==> src/adc_cal_pkg.sv <==
// Package with register map, timing constants and types of the calibration sequencer.
package adc_cal_pkg;

    // ****************************************************************
    // Register map (byte addresses, one aligned word each)
    // ****************************************************************
    localparam logic [7:0] SETUP_OFFSET  = 8'h00;
    localparam logic [7:0] STATUS_OFFSET = 8'h04;
    localparam logic [7:0] ZS_OFFSET     = 8'h08;
    localparam logic [7:0] FS_OFFSET     = 8'h0c;
    localparam logic [7:0] DATA_OFFSET   = 8'h10;

    // Setup field positions.
    localparam int MODE_LOW_POS  = 0;
    localparam int MODE_HIGH_POS = 1;
    localparam int GAIN_LSB_POS  = 2;
    localparam int BIPOLAR_POS   = 5;
    localparam int CHANNEL_POS   = 6;

    // Status field positions.
    localparam int READY_N_POS = 0;
    localparam int BUSY_POS    = 1;

    // Calibration mode codes {high bit, low bit}.
    localparam logic [1:0] MODE_NORMAL  = 2'h0;
    localparam logic [1:0] MODE_SELF    = 2'h1;
    localparam logic [1:0] MODE_SYS_ZS  = 2'h2;
    localparam logic [1:0] MODE_SYS_FS  = 2'h3;

    // Reset values.
    localparam logic [15:0] ZS_DEFAULT    = 16'h0000;
    localparam logic [15:0] FS_DEFAULT    = 16'hffff;
    localparam logic [15:0] DATA_DEFAULT  = 16'h0000;
    localparam logic [2:0]  GAIN_DEFAULT  = 3'h0;

    // ****************************************************************
    // Timing
    // ****************************************************************
    localparam int CLK_PERIOD_NS    = 4;
    localparam int MOD_CYCLE_CLKS   = 128;
    localparam int MOD_PER_WORD     = 16;
    localparam int WORD_CLKS        = MOD_CYCLE_CLKS * MOD_PER_WORD;
    localparam logic [3:0] STEP_WORDS      = 4'h3;
    localparam logic [3:0] SELF_CONV_WORDS = 4'h3;
    localparam logic [3:0] SYS_CONV_WORDS  = 4'h1;

    // Correction scale for the two ranges.
    localparam logic signed [17:0] UNI_SPAN_CODE = 18'sh0ffff;
    localparam logic signed [17:0] BI_SPAN_CODE  = 18'sh08000;
    localparam logic signed [17:0] BI_MID_CODE   = 18'sh08000;

    // ****************************************************************
    // Types
    // ****************************************************************
    typedef enum logic [3:0] {
        ST_IDLE   = 4'h1,
        ST_ZERO   = 4'h2,
        ST_FULL   = 4'h4,
        ST_SETTLE = 4'h8
    } cal_state_type;

    typedef struct packed {
        logic [7:0]  addr;
        logic [31:0] wdata;
        logic        wr;
        logic        rd;
    } bus_req_type;

    typedef struct packed {
        logic       short_inputs;
        logic       internal_ref;
        logic [2:0] pga_gain;
        logic       bipolar;
        logic       channel;
    } front_ctrl_type;

endpackage : adc_cal_pkg

==> src/word_timer.sv <==
// Output-word period divider producing a one-cycle tick each word.
`timescale 1ns/1ps
module word_timer
    import adc_cal_pkg::*;
(
    input  wire logic clk,       // System clock
    input  wire logic arst_n,    // Asynchronous reset, active low
    input  wire logic restart,   // Realigns the period to this cycle
    output logic      word_tick  // One-cycle pulse at each word end
);

    typedef struct packed {
        logic [15:0] cnt;
        logic        tick;
    } timer_state_type;

    localparam logic [15:0] LAST_CNT = 16'(WORD_CLKS - 1);

    timer_state_type cur_ff;
    timer_state_type nxt_state;

    always_comb begin
        nxt_state      = cur_ff;
        nxt_state.tick = 1'b0;
        if (restart) begin
            nxt_state.cnt = 16'h0000;
        end else if (cur_ff.cnt == LAST_CNT) begin
            nxt_state.cnt  = 16'h0000;
            nxt_state.tick = 1'b1;
        end else begin
            nxt_state.cnt = cur_ff.cnt + 16'h0001;
        end
    end

    always_ff @(posedge clk or negedge arst_n) begin
        if (!arst_n) begin
            cur_ff <= '0;
        end else begin
            cur_ff <= nxt_state;
        end
    end

    assign word_tick = cur_ff.tick;

endmodule : word_timer

==> src/adc_calibration_sequencer.sv <==
// Calibration sequencer of a sigma-delta converter with its register slave.
//
// Behaviour
// - Mode write accepted anytime, starts calibration immediately.
// - Mode code 0,1 starts self-calibration.
// - Self zero step: inputs shorted, selected gain.
// - Self full step: internal reference over gain.
// - Self-calibration six words, then mode reads zero.
// - Ready high at start until new word.
// - Self-calibration: ready low after nine words.
// - Ready may take one modulator cycle rising.
// - Bipolar self zero point means midscale.
// - Code 1,0: system zero step, three words.
// - Code 1,1: system full step, three words.
// - System step: ready low after four words.
// - System span: endpoints unipolar, midscale-to-full bipolar.
// - Lone system step updates only its coefficient.
// - Measurements stored in zero and full registers.
// - Offset and slope correction from coefficients.
// - Self-calibration leaves attenuator mismatch uncorrected.
// - Reset loads nominal coefficient defaults.
//
// Implementation choices: the placing of the registers and strobed register access.
`timescale 1ns/1ps
module adc_calibration_sequencer
    import adc_cal_pkg::*;
(
    input  wire logic     clk,            // System clock, 250 MHz
    input  wire logic     arst_n,         // Asynchronous reset, active low
    input  bus_req_type   bus_req,        // Register request: addr, wdata, wr, rd
    output logic [31:0]   rdata,          // Read data, valid the cycle after rd
    input  wire logic [15:0] meas_word,   // Raw filter word, valid at each word end
    output front_ctrl_type front_ctrl,    // Input mux, reference and gain control
    output logic          result_ready_n  // Low while a fresh data word waits
);

    // ****************************************************************
    // State
    // ****************************************************************
    typedef struct packed {
        cal_state_type  st;
        logic [1:0]     mode;
        logic           self_seq;
        logic [3:0]     words;
        logic [2:0]     gain;
        logic           bipolar;
        logic           channel;
        logic [15:0]    zs;
        logic [15:0]    fs;
        logic [15:0]    data;
        logic           ready_n;
        logic [31:0]    rdata;
        front_ctrl_type fc;
    } seq_state_type;

    seq_state_type cur_ff;
    seq_state_type nxt_state;

    logic word_tick;
    logic setup_wr;
    logic cmd_start;

    // ****************************************************************
    // Correction of a raw word by the stored points
    // ****************************************************************
    // The divide is combinational; it is used once per word, so the long
    // path is accepted instead of a multi-cycle divider.
    function automatic logic [15:0] correct_word(
        input logic [15:0] raw,
        input logic [15:0] zpt,
        input logic [15:0] fpt,
        input logic        bip
    );
        logic signed [17:0] span;
        logic signed [17:0] diff;
        logic signed [35:0] prod;
        logic signed [35:0] quot;
        logic signed [35:0] res;
        span = $signed({2'b00, fpt}) - $signed({2'b00, zpt});
        diff = $signed({2'b00, raw}) - $signed({2'b00, zpt});
        prod = 36'(diff * (bip ? BI_SPAN_CODE : UNI_SPAN_CODE));
        quot = 36'sh0;
        res  = 36'sh0;
        if (span <= 18'sh0) begin
            correct_word = raw;
        end else begin
            quot = prod / 36'(span);
            res  = bip ? quot + 36'(BI_MID_CODE) : quot;
            if (res < 36'sh0) begin
                correct_word = 16'h0000;
            end else if (res > 36'sh0ffff) begin
                correct_word = 16'hffff;
            end else begin
                correct_word = res[15:0];
            end
        end
    endfunction : correct_word

    // Mode field {high bit, low bit} of a setup word.
    function automatic logic [1:0] mode_field(input logic [31:0] word);
        mode_field = {word[MODE_HIGH_POS], word[MODE_LOW_POS]};
    endfunction : mode_field

    // ****************************************************************
    // Command decode
    // ****************************************************************
    assign setup_wr  = bus_req.wr && (bus_req.addr == SETUP_OFFSET);
    assign cmd_start = setup_wr && (mode_field(bus_req.wdata) != MODE_NORMAL);

    // Realigning the word timer makes every step a whole number of words
    // counted from the command write.
    word_timer u_word_timer (
        .clk       (clk),
        .arst_n    (arst_n),
        .restart   (cmd_start),
        .word_tick (word_tick)
    );

    // ****************************************************************
    // Sequencer and register file
    // ****************************************************************
    always_comb begin
        nxt_state       = cur_ff;
        nxt_state.rdata = 32'h0000_0000;

        // Register writes.
        if (bus_req.wr) begin
            case (bus_req.addr)
                SETUP_OFFSET: begin
                    nxt_state.gain    = bus_req.wdata[GAIN_LSB_POS +: 3];
                    nxt_state.bipolar = bus_req.wdata[BIPOLAR_POS];
                    nxt_state.channel = bus_req.wdata[CHANNEL_POS];
                end
                ZS_OFFSET: begin
                    nxt_state.zs = bus_req.wdata[15:0];
                end
                FS_OFFSET: begin
                    nxt_state.fs = bus_req.wdata[15:0];
                end
                default: begin
                end
            endcase
        end

        // Reading the data word hands it over; the next word lowers ready again.
        if (bus_req.rd && (bus_req.addr == DATA_OFFSET)) begin
            nxt_state.ready_n = 1'b1;
        end

        case (cur_ff.st)
            ST_IDLE: begin
                if (word_tick) begin
                    nxt_state.data    = correct_word(meas_word, cur_ff.zs, cur_ff.fs,
                                                     cur_ff.bipolar);
                    nxt_state.ready_n = 1'b0;
                end
            end
            ST_ZERO: begin
                if (word_tick) begin
                    nxt_state.words = cur_ff.words - 4'h1;
                    if (cur_ff.words == 4'h1) begin
                        nxt_state.zs = meas_word;
                        if (cur_ff.self_seq) begin
                            nxt_state.st              = ST_FULL;
                            nxt_state.words           = STEP_WORDS;
                            nxt_state.fc.short_inputs = 1'b0;
                            nxt_state.fc.internal_ref = 1'b1;
                        end else begin
                            nxt_state.st              = ST_SETTLE;
                            nxt_state.words           = SYS_CONV_WORDS;
                            nxt_state.mode            = MODE_NORMAL;
                        end
                    end
                end
            end
            ST_FULL: begin
                if (word_tick) begin
                    nxt_state.words = cur_ff.words - 4'h1;
                    if (cur_ff.words == 4'h1) begin
                        nxt_state.fs              = meas_word;
                        nxt_state.st              = ST_SETTLE;
                        nxt_state.mode            = MODE_NORMAL;
                        nxt_state.fc.internal_ref = 1'b0;
                        nxt_state.words = cur_ff.self_seq ? SELF_CONV_WORDS : SYS_CONV_WORDS;
                    end
                end
            end
            ST_SETTLE: begin
                nxt_state.ready_n = 1'b1;
                if (word_tick) begin
                    nxt_state.words = cur_ff.words - 4'h1;
                    if (cur_ff.words == 4'h1) begin
                        nxt_state.st      = ST_IDLE;
                        nxt_state.data    = correct_word(meas_word, cur_ff.zs, cur_ff.fs,
                                                         cur_ff.bipolar);
                        nxt_state.ready_n = 1'b0;
                    end
                end
            end
            default: begin
                nxt_state.st = ST_IDLE;
            end
        endcase

        // A new command overrides any step in progress; mode zero aborts.
        if (setup_wr) begin
            nxt_state.mode = mode_field(bus_req.wdata);
            nxt_state.fc.short_inputs = 1'b0;
            nxt_state.fc.internal_ref = 1'b0;
            nxt_state.self_seq        = 1'b0;
            nxt_state.words           = STEP_WORDS;
            case (nxt_state.mode)
                MODE_SELF: begin
                    // The internal nodes sit behind the attenuator, so its
                    // resistor mismatch stays in the result.
                    nxt_state.st              = ST_ZERO;
                    nxt_state.self_seq        = 1'b1;
                    nxt_state.fc.short_inputs = 1'b1;
                end
                MODE_SYS_ZS: begin
                    nxt_state.st = ST_ZERO;
                end
                MODE_SYS_FS: begin
                    nxt_state.st = ST_FULL;
                end
                default: begin
                    nxt_state.st = ST_IDLE;
                end
            endcase
            if (cmd_start) begin
                nxt_state.ready_n = 1'b1;
            end
        end

        nxt_state.fc.pga_gain = nxt_state.gain;
        nxt_state.fc.bipolar  = nxt_state.bipolar;
        nxt_state.fc.channel  = nxt_state.channel;

        // Register reads, answered in the next cycle only.
        if (bus_req.rd) begin
            case (bus_req.addr)
                SETUP_OFFSET: begin
                    nxt_state.rdata[MODE_LOW_POS]       = cur_ff.mode[0];
                    nxt_state.rdata[MODE_HIGH_POS]      = cur_ff.mode[1];
                    nxt_state.rdata[GAIN_LSB_POS +: 3]  = cur_ff.gain;
                    nxt_state.rdata[BIPOLAR_POS]        = cur_ff.bipolar;
                    nxt_state.rdata[CHANNEL_POS]        = cur_ff.channel;
                end
                STATUS_OFFSET: begin
                    nxt_state.rdata[READY_N_POS] = cur_ff.ready_n;
                    nxt_state.rdata[BUSY_POS]    = (cur_ff.st != ST_IDLE);
                end
                ZS_OFFSET: begin
                    nxt_state.rdata[15:0] = cur_ff.zs;
                end
                FS_OFFSET: begin
                    nxt_state.rdata[15:0] = cur_ff.fs;
                end
                DATA_OFFSET: begin
                    nxt_state.rdata[15:0] = cur_ff.data;
                end
                default: begin
                    nxt_state.rdata = 32'h0000_0000;
                end
            endcase
        end
    end

    // ****************************************************************
    // State register
    // ****************************************************************
    always_ff @(posedge clk or negedge arst_n) begin
        if (!arst_n) begin
            cur_ff          <= '0;
            cur_ff.st       <= ST_IDLE;
            cur_ff.mode     <= MODE_NORMAL;
            cur_ff.gain     <= GAIN_DEFAULT;
            cur_ff.fc.pga_gain <= GAIN_DEFAULT;
            cur_ff.zs       <= ZS_DEFAULT;
            cur_ff.fs       <= FS_DEFAULT;
            cur_ff.data     <= DATA_DEFAULT;
            cur_ff.ready_n  <= 1'b1;
        end else begin
            cur_ff <= nxt_state;
        end
    end

    assign rdata          = cur_ff.rdata;
    assign front_ctrl     = cur_ff.fc;
    assign result_ready_n = cur_ff.ready_n;

endmodule : adc_calibration_sequencer

==> config.mk <==
export PLATFORM = sky130hd
export DESIGN_NAME = adc_calibration_sequencer
export DESIGN_NICKNAME = d
export VERILOG_FILES = /design/src/adc_cal_pkg.sv /design/src/word_timer.sv /design/src/adc_calibration_sequencer.sv
export SDC_FILE = /design/constraint.sdc
export NUM_CORES = 2
export LEC_CHECK = 0
export ABC_AREA = 1
export BUFFER_PORTS_ARGS = -buffer_cell sky130_fd_sc_hd__buf_2
export CAP_MARGIN = 10
export CORE_MARGIN = 5
export CORE_UTILIZATION = 35
export DETAILED_ROUTE_END_ITERATION = 6
export GPL_TIMING_DRIVEN = 0
export PLACE_DENSITY = 0.56
export SLEW_MARGIN = 5
export SYNTH_ARGS = -nofsm -noshare
export SYNTH_HDL_FRONTEND = slang
export SYNTH_SLANG_ARGS = --single-unit
==> constraint.sdc <==
create_clock -name clk -period 100.4 [get_ports clk]
set_input_delay 20.08 -clock clk [delete_from_list [all_inputs] [get_ports clk]]
set_output_delay 20.08 -clock clk [all_outputs]
set_load 0.05 [all_outputs]
Word level (Yosys, flattened, before mapping)
Cells that the tools add are included.
Widths: inputs -> output; s select.
{ "word_totals": {"word_cells": 129, "reg_bits": 116, "output_inout_bits": 40, "input_bits": 60} }
{ "classes": {"n_addsub": 5, "reduce_logical": 21, "order_cmp": 3, "n_mux": 55, "eq_ne": 27, "n_div": 1, "n_mul": 1} }
{ "ops": {"columns": ["operator", "n"], "rows": [
  ["$mux 16", 14],
  ["$mux 17", 3],
  ["$add 36x17->36 const B", 1],
  ["$div 36x36->36", 1],
  ["$gt 36x17->1 const B", 1],
  ["$lt 36x1->1 const B", 1],
  ["$mux 36", 1],
  ["$mul 17x17->34", 1],
  ["$pmux 17 s2", 1],
  ["$sub 16x16->17", 2],
  ["$mux 32", 1],
  ["$pmux 9 s3", 1],
  ["$mux 4", 6],
  ["$mux 6", 4],
  ["$pmux 5 s4", 1],
  ["$le 17x1->1 const B", 1],
  ["$add 16x1->16 const B", 1],
  ["$eq 16x11->1 const B", 1],
  ["$eq 8x4->1 const B", 2],
  ["$pmux 4 s4", 1],
  ["$mux 15", 1],
  ["$ne 3x3->1 const B", 5],
  ["$mux 2", 6],
  ["$reduce_and 6->1", 2],
  ["30 further kinds", 54]
]} }

Depth between registers and ports, before layout
{ "logic_depth": {"word_depth": 14, "ltp_mapped": 817, "mapped_depth_nobuf": 801} }

Modules after synthesis
Synthesis repeated with hierarchy kept, for this count alone.
{ "hier_totals": {"hier_cells": 8162, "area_unflattened_um2": 51639.5} }
{ "modules_own_cells": {"columns": ["mod", "cells_per_inst", "seq_area_each_um2", "area_per_inst_um2", "n_inst"], "rows": [
  ["adc_calibration_sequencer", 8039, 2099.5, 50721.1, 1],
  ["word_timer", 123, 425.4, 918.4, 1]
]} }

Worst setup path before layout
OpenSTA, ideal clock, no wires.
{ "synth_path": {"path_kind": "input port to flip-flop", "startpoint": "input port meas_word[0]", "endpoint": "register cur_ff[45] in the netlist's numbering", "slack_ps": -13035, "arrival_ps": 113319, "path_buffers": 21, "stages": 777, "setup_time_ps": 116, "t_required_ps": 100284, "cell_sequence": "inv_1 ha_1 fa_1 inv_1 nand3_1 nand2_1 nand3_1 nand2_1 nand2_1 nand3_2 inv_2 fa_1 inv_1 fa_1 inv_1 fa_1 fa_1 fa_1 [... 741 more ...] nand3_1 nor3_1 nand3_1 nand3_1 nand2_2 nor2_1 inv_1 nor2_1 nand2_1 nor2_1 nand2_1 xor2_1 nand3_2 nand2_4 buf_8 nand2_2 nand2_1 nand2_1"} }
{ "synth_between": {"elab_chain_cells": 12, "word_cells_on_any_way": 14, "cone_classes": "add/sub: 2; mul: 1; div: 1; order compare: 2; mux: 8"} }
{ "synth_rtl": {"columns": ["item", "line", "source"], "rows": [
  ["start, declared", "adc_calibration_sequencer.sv:32", "input wire logic [15:0] meas_word,"],
  ["$sub 16x16->17 *", "adc_calibration_sequencer.sv:80", "diff = $signed({2'b00, raw}) - $signed({2'b00, zpt});"],
  ["$mul 17x17->34 *", "adc_calibration_sequencer.sv:81", "prod = 36'(diff * (bip ? BI_SPAN_CODE : UNI_SPAN_CODE));"],
  ["$div 36x36->36 *", "adc_calibration_sequencer.sv:87", "quot = prod / 36'(span);"],
  ["$add 36x17->36", "adc_calibration_sequencer.sv:88", "res = bip ? quot + 36'(BI_MID_CODE) : quot;"],
  ["$mux 36 *", "adc_calibration_sequencer.sv:88", null],
  ["$gt 36x17->1", "adc_calibration_sequencer.sv:91", "end else if (res > 36'sh0ffff) begin"],
  ["$mux 16", "adc_calibration_sequencer.sv:91", null],
  ["$mux 16 *", "adc_calibration_sequencer.sv:89", "if (res < 36'sh0) begin"],
  ["$mux 16 *", "adc_calibration_sequencer.sv:84", "if (span <= 18'sh0) begin"],
  ["$mux 17", "adc_calibration_sequencer.sv:192", "if (cur_ff.words == 4'h1) begin"],
  ["$mux 17", "adc_calibration_sequencer.sv:190", "if (word_tick) begin"],
  ["$pmux 17 s2 *", "adc_calibration_sequencer.sv:150", "case (cur_ff.st)"],
  ["end signal, assigned", "adc_calibration_sequencer.sv:284", "cur_ff <= nxt_state;"],
  ["end, declared", "adc_calibration_sequencer.sv:56", "seq_state_type cur_ff;"]
]} }
Mark *: on every way between the ends. The rest lies on a longest branch, timed or not. The select of a mux whose other input is x is not followed.
A chain may end at the register's enable or synchronous reset.

==> flow_metrics.env <==
export IMPL_post_place_cells=10700
export IMPL_ys_async_sr_fraction_pct=100
export IMPL_dpl_worst_slack_ns=-26.50
export IMPL_period_share_pct=116
export IMPL_rsz0062_at_grt="yes"
export IMPL_path_delay_family="compound AO/OA/AOI/OAI gates"
export IMPL_cp_slowest_cell="fa_1"
export IMPL_final_common_cell="nand2_1"
export IMPL_cp_num_buf_inv=172
export IMPL_clk_path_buf_depth=2
export IMPL_hold_path_depth=1
export IMPL_violations="setup timing"
export IMPL_gr_usage_all_layers_pct=19.7
export IMPL_fin_nets=10200
export IMPL_status="finished, violations left"
export IMPL_clockRootBuffer="clkbuf_16"
export IMPL_slowest_delay_ns=0.56
export IMPL_cp_end_kind="register"
export IMPL_final_setup_worst_slack_ns=-16.25
export IMPL_area_growth_pct=25.0
export IMPL_clock_fmax_mhz=8.57
export IMPL_numCtsBuffers=9
export IMPL_fin_cells=11100
export IMPL_die_x_um=396
export IMPL_synth_seq_area_share_pct=4.84
export IMPL_grt_first_pass_wirelength_mm=259
export IMPL_final_hold_viol_count=0
export IMPL_slew_violations=0
export IMPL_num_rows=141
export IMPL_antenna_found_initial=0
export IMPL_r2r_end="cur_ff[54]"
export IMPL_synth_seq_cells=100
export IMPL_grt_pass1_vias=50900
export IMPL_drive_above_1_share_pct=21.6
export IMPL_port_buffers=67
export IMPL_n_antenna_cell=0
export IMPL_timing_final_crit_period_ns=116.65
export IMPL_worstMarginPinSlew_ns=1.14
export IMPL_cts_tree="yes"
export IMPL_setup_viol=16
export IMPL_vias=55200
export IMPL_dp_hpwl_mm=136
export IMPL_cap_violations=0
export IMPL_drt_first_pass_iters=7
export IMPL_avgSynthCellArea_um2=6.19
export IMPL_hp_start="u_word_timer.cur_ff[1]"
export IMPL_hold_end="u_word_timer.cur_ff[1]"
export IMPL_start_util_pct=35.2
export IMPL_ff2ff_path_depth=796
export IMPL_critPathArrivalTime_ns=116.91
export IMPL_r2r_slack_ns=2.92
export IMPL_clock_latency_ns=0.36
export IMPL_final_cell_mix="nand2_1, inv_1, ha_1"
export IMPL_min_path_type="reg2reg"
export IMPL_path_depth=914
export IMPL_crit_fanout=10
export IMPL_path_class="in2reg"
export IMPL_syn_area_um2=52200
export IMPL_syn_inst=8429
export IMPL_core_area_um2=148000
export IMPL_gp_congestion=0.910
export IMPL_wirelength_mm=167
export IMPL_numClockSinks=100
export IMPL_drc=0
export IMPL_ant_nets=0
export IMPL_crit_required_ns=100.65
export IMPL_cp_common_cell="nand2_2"
export IMPL_dieArea_um2=157000
export IMPL_path_clk_slew_ns=0.07
export IMPL_drtIter0Drc=3242
export IMPL_synth_distinct_cells=89
export IMPL_cts_htree_levels=3
export IMPL_routedWlPerCell_um=15.0
export IMPL_yosysWarningCount=0
export IMPL_r2r_start="cur_ff[73]"
export IMPL_clock_skew_ns=0.0128
export IMPL_synth_flop_cell="dfrtp_1"
export IMPL_synth_edff_count=0
export IMPL_drt_vias_per_instance=4.97
export IMPL_gr_total_overflow=0
export IMPL_grt_start_max_net_pins=60
export IMPL_relSlewSlack_pct=23.6
export IMPL_num_io_pins=100
export IMPL_die_y_um=396
export IMPL_worstSetupStartpointType="input pin"
## worst max path at each step
stage                       endpoint          from  slack, ns
after floorplan           cur_ff[45]  meas_word[8]      -7.17
after global placement    cur_ff[48]  meas_word[8]     -25.85
after detailed placement  cur_ff[50]  meas_word[4]     -26.50
after CTS                 cur_ff[50]  meas_word[0]     -18.72
after global routing      cur_ff[47]  meas_word[0]     -23.00
final                     cur_ff[54]  meas_word[0]     -16.25
## sequential cells by signal, indices dropped and copies added (netlist names)
signal and count:
u_word_timer.word_tick 1, rdata 16, cur_ff 59, u_word_timer.cur_ff 16, result_ready_n 1, front_ctrl 7
## metal layers
layer | share of wire [%] | wire length (µm) | global-route usage (%)
met5 | 0 | 0 | 0
met4 | 2.0 | 3370 | 3.60
met3 | 3.5 | 5790 | 1.33
met2 | 48 | 79700 | 34.4
met1 | 47 | 77900 | 27.0
## metrics by stage
step           area (µm²)  hold slack (ns)  setup TNS, ns  util [%]
4_1_cts             59700            0.465        -298.88      40.4
3_5_place_dp        57600            0.456        -422.49      38.9
2_1_floorplan       54400            0.433        -113.96         -
3_3_place_gp        57200            0.448        -412.39      38.6
5_1_grt             65200            0.493        -367.75      44.0
6_report            65200            0.465        -259.55      44.0
## logic make-up after synthesis
logic type	synth area share (%)
AO/OA/AOI/OAI	16.8
adder cells (fa/ha/maj)	25.7
multiplexers	0.249
other	0.0144
XOR/XNOR	9.47
flip-flops	4.84
AND/OR/NAND/NOR	29.3
buffers and inverters	13.5
## repair_timing
action	in CTS	in global routing
gates resized for setup	161	692
pin swaps	119	518
setup buffers	124	315
gates cloned	2	7
hold buffers	0	0
endpoints found under the setup margin	16	16
## synthesized netlist by cell type, drive strengths merged (53+ instances only)
library cell	n	area [µm²]
o21bai	78	631
clkbuf	74	522
nor2	583	2340
buf	118	828
o21ai	491	2520
nor3	84	500
or2	89	557
xnor2	216	1890
nand2	2325	8970
dfrtp	82	2050
nand3	358	1940
xor2	346	3050
inv	1500	5640
a21oi	645	3460
fa	167	3340
ha	805	10100
a21o	53	398
nand4	83	519
## area by class of cell
cell class / instances / area (µm²)
Sequential cell: 100 / 2520
Inverter: 1510 / 5760
Clock inverter: 5 / 36.3
Timing Repair Buffer: 530 / 4350
Multi-Input combinational cell: 6832 / 48200
Fill cell: 15300 / 82800
Clock buffer: 10 / 239
Tap cell: 1930 / 2410
Buffer: 196 / 1700
Power is left out: the tool's default activity adds up to more than one toggle a clock period on the data nets, which glitch-free logic cannot reach.
